<file path="src/dsac_cfg.svh">
`ifndef DSAC_CFG_SVH
`define DSAC_CFG_SVH
// Flag vector indices (BIT) and status byte field positions (POS)
`define DSAC_BIT_WAIT     3
`define DSAC_BIT_STOP     2
`define DSAC_BIT_RAM_WRITE_FAULT_FLAG    1
`define DSAC_BIT_ILL      0
`define DSAC_POS_WAIT     7
`define DSAC_POS_STOP     6
`define DSAC_POS_RAM_WRITE_FAULT_FLAG    5
`define DSAC_POS_OVRN     4
`define DSAC_POS_ILL      0
// Reset value of the status byte
`define DSAC_STATUS_RST   8'h00
// Data returned by reads refused while secure
`define DSAC_SECURE_DATA  8'hEE
// Core cycles from internal reset release to first command
`define DSAC_READY_CYCLES 10
`endif

</file>
<file path="src/dsac_pkg.sv">
package dsac_pkg;
  // Acknowledge length requested for one command
  typedef enum logic [1:0] {
    DSAC_ACK_NONE,
    DSAC_ACK_NORMAL,
    DSAC_ACK_LONG
  } dsac_ack_t;
  // Command class decoded by the link front end
  typedef enum logic [2:0] {
    DSAC_CMD_ALWAYS,
    DSAC_CMD_ACTIVE,
    DSAC_CMD_SEQ,
    DSAC_CMD_READ,
    DSAC_CMD_OTHER
  } dsac_cmd_t;
endpackage : dsac_pkg

</file>
<file path="src/dsac_debug_status.sv">
`timescale 1ns/10ps
`include "dsac_cfg.svh"

// Notes on behaviour
// [RULE_01] Status byte only via debug link commands
// [RULE_02] Writing one clears flags, zero ignored
// [RULE_03] Overrun flag cleared only by sync
// [RULE_04] Flag-setting acked command gets long ack
// [RULE_05] Later good commands normal, bad long
// [RULE_06] First ack after wait/stop set long
// [RULE_07] Overrun forces long acks after next byte
// [RULE_08] Unimplemented opcode gives no long ack
// [RULE_09] Wait flag clears only after wait exit
// [RULE_10] Stop flag sets if enabled; clear outside
// [RULE_11] RAM ECC fault sets flag, one clears
// [RULE_12] Illegal command flag set conditions
// [RULE_13] Secure-rejected reads return 0xEE bytes
// [RULE_14] Secure reset clears unsecured bit, restricts
// [RULE_15] Mass erase success unsecures, failure stays
// [RULE_16] Debug mode needs enable before activation
// [RULE_17] Special single-chip reset activates debug
// [RULE_18] Ready ten core cycles after reset
// [RULE_19] Init phase delays non-always commands
// [RULE_20] Host writes PC before go after reset
module dsac_debug_status (
  // Clock, enable and reset
  input  wire logic               clk_i,
  input  wire logic               clk_en_i,
  input  wire logic               reset_i,
  // Device state at reset and mode inputs
  input  wire logic               secured_i,
  input  wire logic               ssc_mode_i,
  input  wire logic               wait_mode_i,
  input  wire logic               stop_req_i,
  input  wire logic               stop_mode_i,
  input  wire logic               ram_ecc_fault_i,
  input  wire logic               nvm_init_i,
  // Activation sources
  input  wire logic               processor_background_instruction_cmd_i,
  input  wire logic               processor_background_instruction_instr_i,
  input  wire logic               breakpoint_i,
  // Mass erase result
  input  wire logic               erase_done_i,
  input  wire logic               erase_ok_i,
  input  wire logic               erase_busy_i,
  // Link byte and sync events
  input  wire logic               sync_i,
  input  wire logic               host_low_pend_i,
  input  wire logic               byte_rx_i,
  // Decoded command
  input  wire logic               cmd_valid_i,
  input  wire dsac_pkg::dsac_cmd_t cmd_class_i,
  input  wire logic               cmd_unimpl_i,
  input  wire logic               cmd_seq_ok_i,
  input  wire logic               cmd_has_ack_i,
  input  wire logic               ack_en_i,
  // Control/status byte access from the link
  input  wire logic               csr_wr_i,
  input  wire logic [7:0]         csr_wdata_i,
  input  wire logic               enable_wr_i,
  input  wire logic               enable_val_i,
  input  wire logic [7:0]         mem_rdata_i,
  // Outputs
  output logic [7:0]              status_o,
  output logic [7:0]              rdata_o,
  output dsac_pkg::dsac_ack_t     ack_o,
  output logic                    cmd_go_o,
  output logic                    cmd_rejected_o,
  output logic                    ready_o,
  output logic                    enabled_o,
  output logic                    active_o,
  output logic                    unsecured_status_bit_o
);

  // Internal state
  logic       ready_w;
  logic [3:0] flags_w;
  logic       ovrn_q;
  logic       ovrn_armed_q;
  logic       ovrn_live_q;
  logic       ws_seen_q;
  logic       enable_q;
  logic       active_q;
  logic       unsecured_status_bit_q;
  logic       ssc_q;
  logic       rst_seen_q;

  // Command classification
  wire take_w     = cmd_valid_i & ready_w;
  wire restrict_w = (cmd_class_i != dsac_pkg::DSAC_CMD_ALWAYS);
  wire secure_w   = ~unsecured_status_bit_q;
  wire ill_active = (cmd_class_i == dsac_pkg::DSAC_CMD_ACTIVE) & ~active_q;
  wire ill_seq    = (cmd_class_i == dsac_pkg::DSAC_CMD_SEQ) & ~cmd_seq_ok_i;
  wire ill_rstr   = restrict_w & (~enable_q | erase_busy_i | secure_w);
  // An unimplemented opcode has no class, so it never counts as other cause
  wire ill_other  = (ill_active | ill_seq | ill_rstr) & ~cmd_unimpl_i; // RULE_12
  wire ill_set    = take_w & (cmd_unimpl_i | ill_other); // RULE_12
  // Non-always commands wait out the init phase
  wire delay_w    = nvm_init_i & restrict_w; // RULE_19
  wire exec_w     = take_w & ~delay_w & ~cmd_unimpl_i & ~ill_other;
  wire ram_set    = ram_ecc_fault_i;
  wire stop_set   = stop_req_i & enable_q; // RULE_10
  wire ws_any     = flags_w[`DSAC_BIT_WAIT] | flags_w[`DSAC_BIT_STOP];
  wire flag31_set = ram_set | stop_set | (take_w & ill_other);
  wire wr_w       = csr_wr_i & take_w;

  // Readiness after internal reset
  dsac_ready_timer #(
    .CYCLES (`DSAC_READY_CYCLES)
  ) u_ready (
    .clk_i    (clk_i),
    .reset_i  (reset_i),
    .clk_en_i (clk_en_i),
    .ready_o  (ready_w) // RULE_18
  );

  // Sticky flags with write-one-to-clear; blocks hold while mode lasts
  logic [3:0] set_v;
  logic [3:0] blk_v;
  logic [3:0] clr_v;
  assign set_v = {wait_mode_i, stop_set, ram_set, ill_set}; // RULE_09
  assign blk_v = {wait_mode_i, stop_mode_i, 1'b0, 1'b0}; // RULE_10
  assign clr_v = {csr_wdata_i[`DSAC_POS_WAIT],
                  csr_wdata_i[`DSAC_POS_STOP],
                  csr_wdata_i[`DSAC_POS_RAM_WRITE_FAULT_FLAG],
                  csr_wdata_i[`DSAC_POS_ILL]} & {4{wr_w}}; // RULE_02
  genvar gi;
  generate
    for (gi = 0; gi < 4; gi++) begin : g_flag
      dsac_flag_bit u_flag (
        .clk_i       (clk_i),
        .reset_i     (reset_i),
        .clk_en_i    (clk_en_i),
        .set_i       (set_v[gi]), // RULE_11
        .clr_i       (clr_v[gi]),
        .clr_block_i (blk_v[gi]),
        .flag_o      (flags_w[gi])
      );
    end
  endgenerate

  // Overrun: set by host low while ack pends, cleared only by sync
  always_ff @(posedge clk_i or posedge reset_i) begin
    if (reset_i) begin
      ovrn_q       <= 1'b0;
      ovrn_armed_q <= 1'b0;
      ovrn_live_q  <= 1'b0;
    end else if (clk_en_i) begin
      if (host_low_pend_i) begin
        ovrn_q       <= 1'b1;
        ovrn_armed_q <= 1'b1;
        ovrn_live_q  <= 1'b0; // RULE_07
      end else if (sync_i) begin
        ovrn_q       <= 1'b0; // RULE_03
        ovrn_armed_q <= 1'b0;
        ovrn_live_q  <= 1'b0;
      end else if (ovrn_armed_q && byte_rx_i) begin
        ovrn_armed_q <= 1'b0;
        ovrn_live_q  <= 1'b1; // RULE_07
      end
    end
  end

  // Wait/stop first-ack tracker: re-armed whenever both flags drop
  always_ff @(posedge clk_i or posedge reset_i) begin
    if (reset_i) begin
      ws_seen_q <= 1'b0;
    end else if (clk_en_i) begin
      if (!ws_any) begin
        ws_seen_q <= 1'b0;
      end else if (take_w && cmd_has_ack_i && ack_en_i) begin
        ws_seen_q <= 1'b1; // RULE_06
      end
    end
  end

  // Acknowledge length selection
  dsac_pkg::dsac_ack_t ack_d;
  wire bad_cmd   = take_w & ill_other; // RULE_08
  wire need_long = bad_cmd | flag31_set | ovrn_live_q |
                   (ws_any & ~ws_seen_q); // RULE_04 RULE_05 RULE_06
  always_comb begin
    ack_d = dsac_pkg::DSAC_ACK_NONE;
    if (take_w && cmd_has_ack_i && ack_en_i && !delay_w) begin
      if (need_long) begin
        ack_d = dsac_pkg::DSAC_ACK_LONG; // RULE_04
      end else begin
        ack_d = dsac_pkg::DSAC_ACK_NORMAL; // RULE_05
      end
    end
  end

  // Read data: refused reads while secure give the fixed byte
  wire [7:0] status_w = {flags_w[`DSAC_BIT_WAIT], flags_w[`DSAC_BIT_STOP],
                         flags_w[`DSAC_BIT_RAM_WRITE_FAULT_FLAG], ovrn_q, 3'b000,
                         flags_w[`DSAC_BIT_ILL]}; // RULE_01
  wire sec_read = take_w & secure_w &
                  (cmd_class_i == dsac_pkg::DSAC_CMD_READ);
  wire [7:0] rdata_d = sec_read ? `DSAC_SECURE_DATA : mem_rdata_i; // RULE_13

  // Enable, activation and security state
  always_ff @(posedge clk_i or posedge reset_i) begin
    if (reset_i) begin
      enable_q   <= 1'b0;
      active_q   <= 1'b0;
      unsecured_status_bit_q    <= 1'b0;
      ssc_q      <= 1'b0;
      rst_seen_q <= 1'b0;
    end else if (clk_en_i) begin
      if (!rst_seen_q) begin
        // Straps are caught on the first enabled edge after release
        rst_seen_q <= 1'b1;
        ssc_q      <= ssc_mode_i;
        active_q   <= ssc_mode_i; // RULE_17
        unsecured_status_bit_q    <= ~secured_i; // RULE_14
      end else begin
        if (enable_wr_i && take_w) begin
          enable_q <= enable_val_i; // RULE_16
        end
        if (enable_q && (processor_background_instruction_cmd_i || processor_background_instruction_instr_i || breakpoint_i)) begin
          active_q <= 1'b1; // RULE_16
        end
        if (erase_done_i && erase_ok_i) begin
          unsecured_status_bit_q <= 1'b1; // RULE_15
        end
      end
    end
  end

  // Registered outputs
  always_ff @(posedge clk_i or posedge reset_i) begin
    if (reset_i) begin
      status_o       <= `DSAC_STATUS_RST;
      rdata_o        <= 8'h00;
      ack_o          <= dsac_pkg::DSAC_ACK_NONE;
      cmd_go_o       <= 1'b0;
      cmd_rejected_o <= 1'b0;
      ready_o        <= 1'b0;
      enabled_o      <= 1'b0;
      active_o       <= 1'b0;
      unsecured_status_bit_o        <= 1'b0;
    end else if (clk_en_i) begin
      status_o       <= status_w;
      rdata_o        <= rdata_d;
      ack_o          <= ack_d;
      cmd_go_o       <= exec_w; // RULE_19
      cmd_rejected_o <= ill_set;
      ready_o        <= ready_w;
      enabled_o      <= enable_q;
      active_o       <= active_q;
      unsecured_status_bit_o        <= unsecured_status_bit_q; // RULE_14
    end
  end

  // Checks
  chk_sec_read_ee: assert property (@(posedge clk_i) disable iff (reset_i)
    clk_en_i && sec_read |=> rdata_o == 8'hEE) // RULE_13
    else $error("secure read did not return fixed byte");
  chk_ovrn_no_wr: assert property (@(posedge clk_i) disable iff (reset_i)
    clk_en_i && ovrn_q && !sync_i |=> ovrn_q) // RULE_03
    else $error("overrun flag cleared without sync");
  chk_ill_long: assert property (@(posedge clk_i) disable iff (reset_i)
    clk_en_i && bad_cmd && cmd_has_ack_i && ack_en_i && !delay_w
    |=> ack_o == dsac_pkg::DSAC_ACK_LONG) // RULE_08
    else $error("illegal command did not get long ack");
  chk_unimpl_ack: assert property (@(posedge clk_i) disable iff (reset_i)
    clk_en_i && take_w && cmd_unimpl_i && !need_long
    |=> ack_o != dsac_pkg::DSAC_ACK_LONG) // RULE_08
    else $error("unimplemented opcode gave long ack");
  chk_ovrn_long: assert property (@(posedge clk_i) disable iff (reset_i)
    clk_en_i && ovrn_live_q && ack_d != dsac_pkg::DSAC_ACK_NONE
    |=> ack_o == dsac_pkg::DSAC_ACK_LONG) // RULE_07
    else $error("overrun did not force long ack");
  chk_wait_hold: assert property (@(posedge clk_i) disable iff (reset_i)
    clk_en_i && wait_mode_i |=> flags_w[`DSAC_BIT_WAIT]) // RULE_09
    else $error("wait flag not held in wait mode");
  chk_stop_gate: assert property (@(posedge clk_i) disable iff (reset_i)
    clk_en_i && !flags_w[`DSAC_BIT_STOP] && stop_req_i && !enable_q
    |=> !flags_w[`DSAC_BIT_STOP]) // RULE_10
    else $error("stop flag set while disabled");
  chk_ram_set: assert property (@(posedge clk_i) disable iff (reset_i)
    clk_en_i && ram_ecc_fault_i |=> flags_w[`DSAC_BIT_RAM_WRITE_FAULT_FLAG]) // RULE_11
    else $error("ram fault flag not set");
  chk_active_gate: assert property (@(posedge clk_i) disable iff (reset_i)
    clk_en_i && rst_seen_q && !active_q && !enable_q |=> !active_q) // RULE_16
    else $error("debug mode activated while disabled");
  chk_ready_time: assert property (@(posedge clk_i) disable iff (reset_i)
    $rose(ready_w) |-> $past(clk_en_i)) // RULE_18
    else $error("ready rose without counting");
  chk_delay_go: assert property (@(posedge clk_i) disable iff (reset_i)
    clk_en_i && take_w && delay_w |=> !cmd_go_o) // RULE_19
    else $error("restricted command ran during init phase");

endmodule : dsac_debug_status

</file>
<file path="src/dsac_flag_bit.sv">
`timescale 1ns/10ps
// One write-one-to-clear sticky flag; set beats clear
module dsac_flag_bit (
  // Clock and reset
  input  wire logic clk_i,
  input  wire logic reset_i,
  input  wire logic clk_en_i,
  // Control
  input  wire logic set_i,
  input  wire logic clr_i,
  input  wire logic clr_block_i,
  // State
  output logic      flag_o
);
  logic flag_d;
  assign flag_d = set_i | (flag_o & ~(clr_i & ~clr_block_i));
  always_ff @(posedge clk_i or posedge reset_i) begin
    if (reset_i) begin
      flag_o <= 1'b0;
    end else if (clk_en_i) begin
      flag_o <= flag_d;
    end
  end
endmodule : dsac_flag_bit

</file>
<file path="src/dsac_ready_timer.sv">
`timescale 1ns/10ps
`include "dsac_cfg.svh"
// Counts core cycles after internal reset release
module dsac_ready_timer #(
  parameter int CYCLES = `DSAC_READY_CYCLES
) (
  // Clock and reset
  input  wire logic clk_i,
  input  wire logic reset_i,
  input  wire logic clk_en_i,
  // Status
  output logic      ready_o
);
  logic [4:0] cnt_q;
  // Count up once out of reset, then hold
  always_ff @(posedge clk_i or posedge reset_i) begin
    if (reset_i) begin
      cnt_q <= 5'h00;
    end else if (clk_en_i && !ready_o) begin
      cnt_q <= cnt_q + 5'h01;
    end
  end
  assign ready_o = (cnt_q >= 5'(CYCLES));
endmodule : dsac_ready_timer
</file>
<file path="config.mk">
export PLATFORM = sky130hd
export DESIGN_NAME = dsac_debug_status
export DESIGN_NICKNAME = d
export VERILOG_FILES = /design/src/dsac_pkg.sv /design/src/dsac_debug_status.sv /design/src/dsac_flag_bit.sv /design/src/dsac_ready_timer.sv
export VERILOG_INCLUDE_DIRS = /design/src
export SDC_FILE = /design/constraint.sdc
export NUM_CORES = 1
export LEC_CHECK = 0
export BUFFER_PORTS_ARGS = -buffer_cell sky130_fd_sc_hd__buf_2
export CORE_MARGIN = 1
export CORE_UTILIZATION = 42
export CTS_CLUSTER_DIAMETER = 120
export CTS_CLUSTER_SIZE = 28
export DETAILED_ROUTE_END_ITERATION = 10
export GPL_TIMING_DRIVEN = 1
export PLACE_DENSITY = 0.75
export SYNTH_ARGS = -nofsm -noshare
export SYNTH_HDL_FRONTEND = slang
export SYNTH_SLANG_ARGS = --single-unit
</file>
<file path="constraint.sdc">
create_clock -name clk_i -period 1.95 [get_ports clk_i]
set_clock_uncertainty 0.2 [all_clocks]
set_input_delay 0.0975 -clock clk_i [delete_from_list [all_inputs] [get_ports clk_i]]
set_output_delay 0.0975 -clock clk_i [all_outputs]
set_load 0.03 [all_outputs]
</file>
==> metrics.md, run 1 <==
| Metric | Value |
|---|---|
| Status | finished clean |
| Synth top area cells | dfrtp_1 (58%), mux2_2 (5.5%), o22a_1 (3.2%), a22o_1 (2.1%), o2bb2ai_1 (2.1%) |
| Clock Tree Root | clkbuf_8 |
| Initial antenna violation count | 0 |
| Synth Flop Type | dfrtp_1 |
| Layout Cells excl Fill | 288 |
| Synth area leader | dfrtp_1 |
| CTS max path bufs | 2 |
| Largest net degree at the start of global routing | 39 |
| Number of warnings printed during yosys synthesis | 0 |
| Pleak | 0.001150 uW |
| Synth Register Bits | 38 |
| Placed Area | 2013 um2 |
| Die Y | 64.66 um |
| Cells along the critical path | inv_2 > ha_2 > o31a_1 > o211a_1 > nand3_2 > mux2_4 |
| Total core area | 3716 um2 |
| Final slew viol count | 0 |
| Fin nets | 287 |
| Number of global-route vias before repair | 1500 |
| Max-Cap Viols | 0 |
| GPL Wtd Cong | 0.8496 |
| DR iter-0 viols | 87 |
| Worst-Skew Late Latency | 0.29 ns |
| CTS Buf Count | 5 |
| H-tree levels | 2 |
| GRT overflow | 0 |
| Seq/Total Area, Yosys | 57.66% |
| Pre-antenna DRT Iters | 4 |
| Wire per inst | 14.55 um |
| Critical path peak fanout | 3 |
| WS Path Type | reg2reg |
| Startpoint types | register |
| Vias per cell | 5.038 |
| Placed cell count | 244 |
| Worst hold slack | 0.003846 ns |
| Final Hold Violating Endpoints | 0 |
| Fmax | 525.0 MHz |
| CTS tree | yes |
| IO Port Bufs | 62 |
| Drt drc | 0 |
| GR Util All Layers | 21.64% |
| Total power | 2505 uW |
| Crit path DAT | 1.88 ns |
| VDD IR-drop max | 644.7 uV |
| # rows | 22 |
| Most common cell in the netlist | dfrtp_1 |
| Die area | 4181 um2 |
| Post-synth design cell area | 1649 um2 |
| Top post-synthesis cells by count | dfrtp_1 (38), nand2_1 (9), nor2_1 (9), mux2_2 (8), inv_1 (7) |
| Avg Inst Size Synth | 12.22 um2 |
| First-pass GRT wire length | 6734 um |
| PwrDens | 1003 nW/um2 |
| Final min period | 1.905 ns |
| Post-synthesis mux area share | 6.146% |
| Fin area | 2497 um2 |
| Final setup vio count | 0 |
| Die width | 64.66 um |
| Adder-cell share of the synthesized area | 1.517% |
| Largest family of logic cells by synthesized area | compound AO/OA/AOI/OAI gates |
| Share of layout cells above drive strength 1 | 39.58% |
| Worst Hold Class | in2reg |
| XOR/XNOR Fraction of Synth Area | 1.062% |
| Antenna-violating nets left | 0 |
| Final Core Density | 67.21% |
| IO Pins | 70 |
| Clk slew on worst S/H paths | 0.07 ns |
| Slowest-stage cell, CP | dfrtp_1 |
| WL final | 4189 um |
| Mapped Cells | 135 |
| Cell variety after synth | 37 |
| Critical path data required time | 1.92 ns |
| Simple-Gate Fraction of Synth Area | 8.725% |
| Asr flop ratio synth | 100.0% |
| Synth Area in Compound Gates | 19.95% |
| Area Growth Syn to Fin | 51.44% |
| DP HPWL | 2688 um |
| Crit end category | register |
| Share of the synthesized area in the top cell type | 57.66% |
| FILL cells | 277 |
| # clock sinks | 38 |
| Initial cell density of the core | 44.38% |
| Max stage delay on crit path | 0.39 ns |
| N_diodes | 0 |
| Post-synth EDFFs | 0 |
| Vias after detailed routing | 1451 |
| Crit share post-route | 97.68% |
## flip-flops by register name, indices dropped and copies added (netlist names), 2 cells and up
signal	cells
rdata_o	8
status_o	5
g_flag.u_flag.flag_o	4
ack_o	2
u_ready.cnt_q	5
## power by group
| part | leakage, uW | switching, uW | internal (uW) | total [uW] |
|---|---|---|---|---|
| sequential | 0.000418 | 120 | 958 | 1080 |
| clock | 0.0000482 | 263 | 285 | 548 |
| combinational | 0.000684 | 456 | 422 | 879 |
## logic make-up (layout without fill, tap and decap cells)
| kind of cell | after synthesis | in the layout |
|---|---|---|
| xor+xnor | 2 | 2 |
| buf+inv | 15 | 118 |
| mux | 9 | 9 |
| fa+ha+maj | 2 | 2 |
| other cells | 1 | 3 |
| flops | 38 | 38 |
| compound gates | 40 | 40 |
| simple gates | 28 | 28 |
## path summary, 6_finish.rpt
| kind | cells after the start | slack [ns] | end | start |
|---|---|---|---|---|
| worst max-delay path | 6 | 0.05 | enable_q$_DFFE_PP0P_ | u_ready.cnt_q[0]$_DFFE_PP0P_ |
| worst min-delay path | 2 | 0.004 | rdata_o[5]$_DFFE_PP0P_ | clk_en_i |
| worst max register to register | 6 | 0.05 | enable_q$_DFFE_PP0P_ | u_ready.cnt_q[0]$_DFFE_PP0P_ |
| worst min register to register | 1 | 0.27 | u_ready.cnt_q[3]$_DFFE_PP0P_ | u_ready.cnt_q[3]$_DFFE_PP0P_ |
| max in group asynchronous | 4 | 0.96 | status_o[4]$_DFFE_PP0P_ | reset_i |
| min in group asynchronous | 4 | 0.26 | rdata_o[5]$_DFFE_PP0P_ | reset_i |
## what timing repair did
item                                    CTS  global route
hold buffers                             33             0
setup buffers                             0             3
endpoints found under the setup margin    0            13
hold endpoints to repair                 60             0
gates resized for setup                   0             8
## final cells by class
| class | count | area, um2 | share of cell area [%] |
|---|---|---|---|
| Tap cell | 48 | 60.06 | 2.405 |
| Timing Repair Buffer | 103 | 704.4 | 28.21 |
| Inverter | 7 | 26.28 | 1.052 |
| Multi-Input combinational cell | 84 | 664.4 | 26.60 |
| Sequential cell | 38 | 950.9 | 38.08 |
| Clock inverter | 1 | 5.005 | 0.2004 |
| Clock buffer | 7 | 86.33 | 3.457 |
## placed cells by master, fill, tap and decap left out, types with 2 or more instances in the layout
master,Yosys,layout
a21oi_1,5,4
a22o_1,4,4
a31oi_1,4,3
a32o_1,2,2
a41o_1,2,2
buf_2,0,62
buf_4,3,7
clkbuf_8,1,6
conb_1,1,3
dfrtp_1,38,38
dlygate4sd3_1,0,33
inv_1,7,6
mux2_2,8,8
nand2_1,9,9
nand3_1,3,2
nor2_1,9,9
nor4b_1,2,2
o21ai_0,4,4
o22a_1,6,6
o2bb2ai_1,4,4
xnor2_1,2,2
## per-stage QoR
stage               setup TNS [ns]  setup WS [ns]
CTS                              0        0.02167
global route              -0.09277       -0.02927
global placement                 0        0.07730
floorplan                        0        0.07070
detailed placement               0        0.02925
finish                           0        0.04520
## metal layers
layer	track usage, %	routed length [um]	vias up
li1	-	-	700
met1	25.37	1798	691
met3	5.986	268	5
met4	8.333	43	0
met5	0	0	-
met2	37.37	2079	55
## critical path, delay by kind of cell (launching register included)
family                     cells  cell delay, ns
AOI/OAI and AO/OA              2            0.60
DFF                            1            0.39
muxes                          1            0.29
adders and majority gates      1            0.17
and+or+nand+nor                1            0.09
buffers and inverters          1            0.05
No activity file was read; power rests on OpenSTA's default activity.
==> run 2, diff against run 1 <==
GPL_TIMING_DRIVEN = 0   (was 1)
==> run 2 against run 1 <==
The flow now finishes with violations (setup timing). Clock power decreased by 4.6%. Sequential power about the same. Sequential share of layout area unchanged. Critical endpoint is now rdata_o[3]$_DFFE_PP0P_. Highest routed layer unchanged.
==> metrics.md, run 2 (synthesis gave the netlist of run 1 again) <==
| Metric | Value |
|---|---|
| Crit end category | register |
| Fin nets | 292 |
| Pre-antenna DRT Iters | 4 |
| Largest net degree at the start of global routing | 39 |
| Total core area | 3716 um2 |
| Number of global-route vias before repair | 1449 |
| Fin area | 2497 um2 |
| Max reg flops | 8 |
| GRT overflow | 0 |
| Largest register by flop count | rdata_o |
| Initial antenna violation count | 0 |
| # rows | 22 |
| Worst Hold Class | in2reg |
| IO Pins | 70 |
| Vias per cell | 4.986 |
| IO Port Bufs | 62 |
| FILL cells | 300 |
| Failing checks | setup timing |
| Rel. slew slack | 48.35% |
| Actual slew at the worst max-slew pin | 0.7737 ns |
| Startpoint types | register |
| Area Growth Syn to Fin | 51.44% |
| Final min period | 1.953 ns |
| CTS max path bufs | 2 |
| GPL Wtd Cong | 0.7802 |
| Clk slew on worst S/H paths | 0.07 ns |
| Antenna-violating nets left | 0 |
| Critical path data required time | 1.93 ns |
| Biggest regs | rdata_o x8, status_o x5, u_ready.cnt_q x5 |
| Final slew viol count | 0 |
| Wire per inst | 14.94 um |
| WL final | 4348 um |
| N_diodes | 0 |
| VDD IR-drop max | 674.4 uV |
| Final Core Density | 67.21% |
| Vias after detailed routing | 1451 |
| Die Y | 64.66 um |
| Final setup vio count | 2 |
| Critical path peak fanout | 8 |
| Share of layout cells above drive strength 1 | 40.33% |
| Placed Area | 2027 um2 |
| Commonest non-fill, non-tap cell in the layout | buf_2 |
| Final Hold Violating Endpoints | 0 |
| Crit share post-route | 100.2% |
| Drt drc | 0 |
| WS Path Type | reg2reg |
| CTS tree | yes |
| Clock Tree Root | clkbuf_8 |
| First-pass GRT wire length | 6810 um |
| PwrDens | 993.0 nW/um2 |
| RSZ-0062 raised after global routing | true |
| # clock sinks | 38 |
| GR Util All Layers | 22.20% |
| CTS Buf Count | 5 |
| Total power | 2480 uW |
| Crit path DAT | 1.93 ns |
| Pleak | 0.001149 uW |
| Setup ws final | -0.003496 ns |
| Die area | 4181 um2 |
| Commonest cells after routing, fill and taps aside | buf_2 (62), dfrtp_1 (38), dlygate4sd3_1 (31), buf_4 (10) |
| Die width | 64.66 um |
| Fmax | 511.9 MHz |
| Status | finished with violations |
| DR iter-0 viols | 59 |
| DP HPWL | 2737 um |
| Worst-Skew Late Latency | 0.29 ns |
| Initial cell density of the core | 44.38% |
| Max-Cap Viols | 0 |
| H-tree levels | 2 |
[run 2: final cells by class]
cell class,count,area (um2),area share [%]
Tap cell,48,60.06,2.405
Timing Repair Buffer,100,673.1,26.95
Multi-Input combinational cell,84,653.1,26.15
Buffer,8,51.30,2.054
Inverter,7,26.28,1.052
Clock buffer,6,82.58,3.307
Sequential cell,38,950.9,38.08
[run 2: path summary, 6_finish.rpt]
kind | from | cells after the start | slack [ns] | end
hold reg to reg | rdata_o[4]$_DFFE_PP0P_ | 1 | 0.29 | rdata_o[4]$_DFFE_PP0P_
setup / recovery | u_ready.cnt_q[0]$_DFFE_PP0P_ | 6 | -0.003 | rdata_o[3]$_DFFE_PP0P_
setup reg to reg | u_ready.cnt_q[0]$_DFFE_PP0P_ | 6 | -0.003 | rdata_o[3]$_DFFE_PP0P_
min in group asynchronous | reset_i | 3 | 0.30 | u_ready.cnt_q[1]$_DFFE_PP0P_
hold / removal | erase_ok_i | 5 | 0.002 | unsecured_status_bit_q$_DFFE_PP0P_
max in group asynchronous | reset_i | 3 | 0.76 | ovrn_q$_DFFE_PP0P_
[run 2: metal layers]
layer  part of all wire, %  up-vias  track usage [%]
met4                   1.3        0            7.500
met1                    44      681            26.87
met3                   5.9        7            6.338
met5                     0        -                0
met2                    49       59            37.76
li1                      -      704                -
[run 2: through the flow]
step	TNS, ns	std cells	setup WS, ns	hold slack (ns)
detailed placement	-0.06625	247	-0.06625	0.08606
CTS	-0.01735	287	-0.01735	0.003036
finish	-0.006722	291	-0.003496	0.001637
global placement	-0.05772	247	-0.05772	0.09090
floorplan	0	137	0.07070	0.004805
global route	-0.2768	291	-0.03910	0.01959
[run 2: where the power goes]
| group | switching, uW | internal, uW |
|---|---|---|
| logic | 460 | 425 |
| clock network | 251 | 272 |
| registers | 113 | 958 |
[run 2: timing repair]
item	in CTS	in global routing
setup endpoints to repair	5	11
pin swaps	2	4
endpoints found under the hold margin	60	0
hold buffers	31	0
setup buffers	3	4
resized for setup	1	5
[run 2: critical path, cell delays in order, from the launching register on]
cell and delay, ns:
dfrtp_1 0.37, inv_2 0.05, ha_2 0.17, o31a_1 0.36, o21a_4 0.26, a41o_4 0.24
o22a_1 0.18
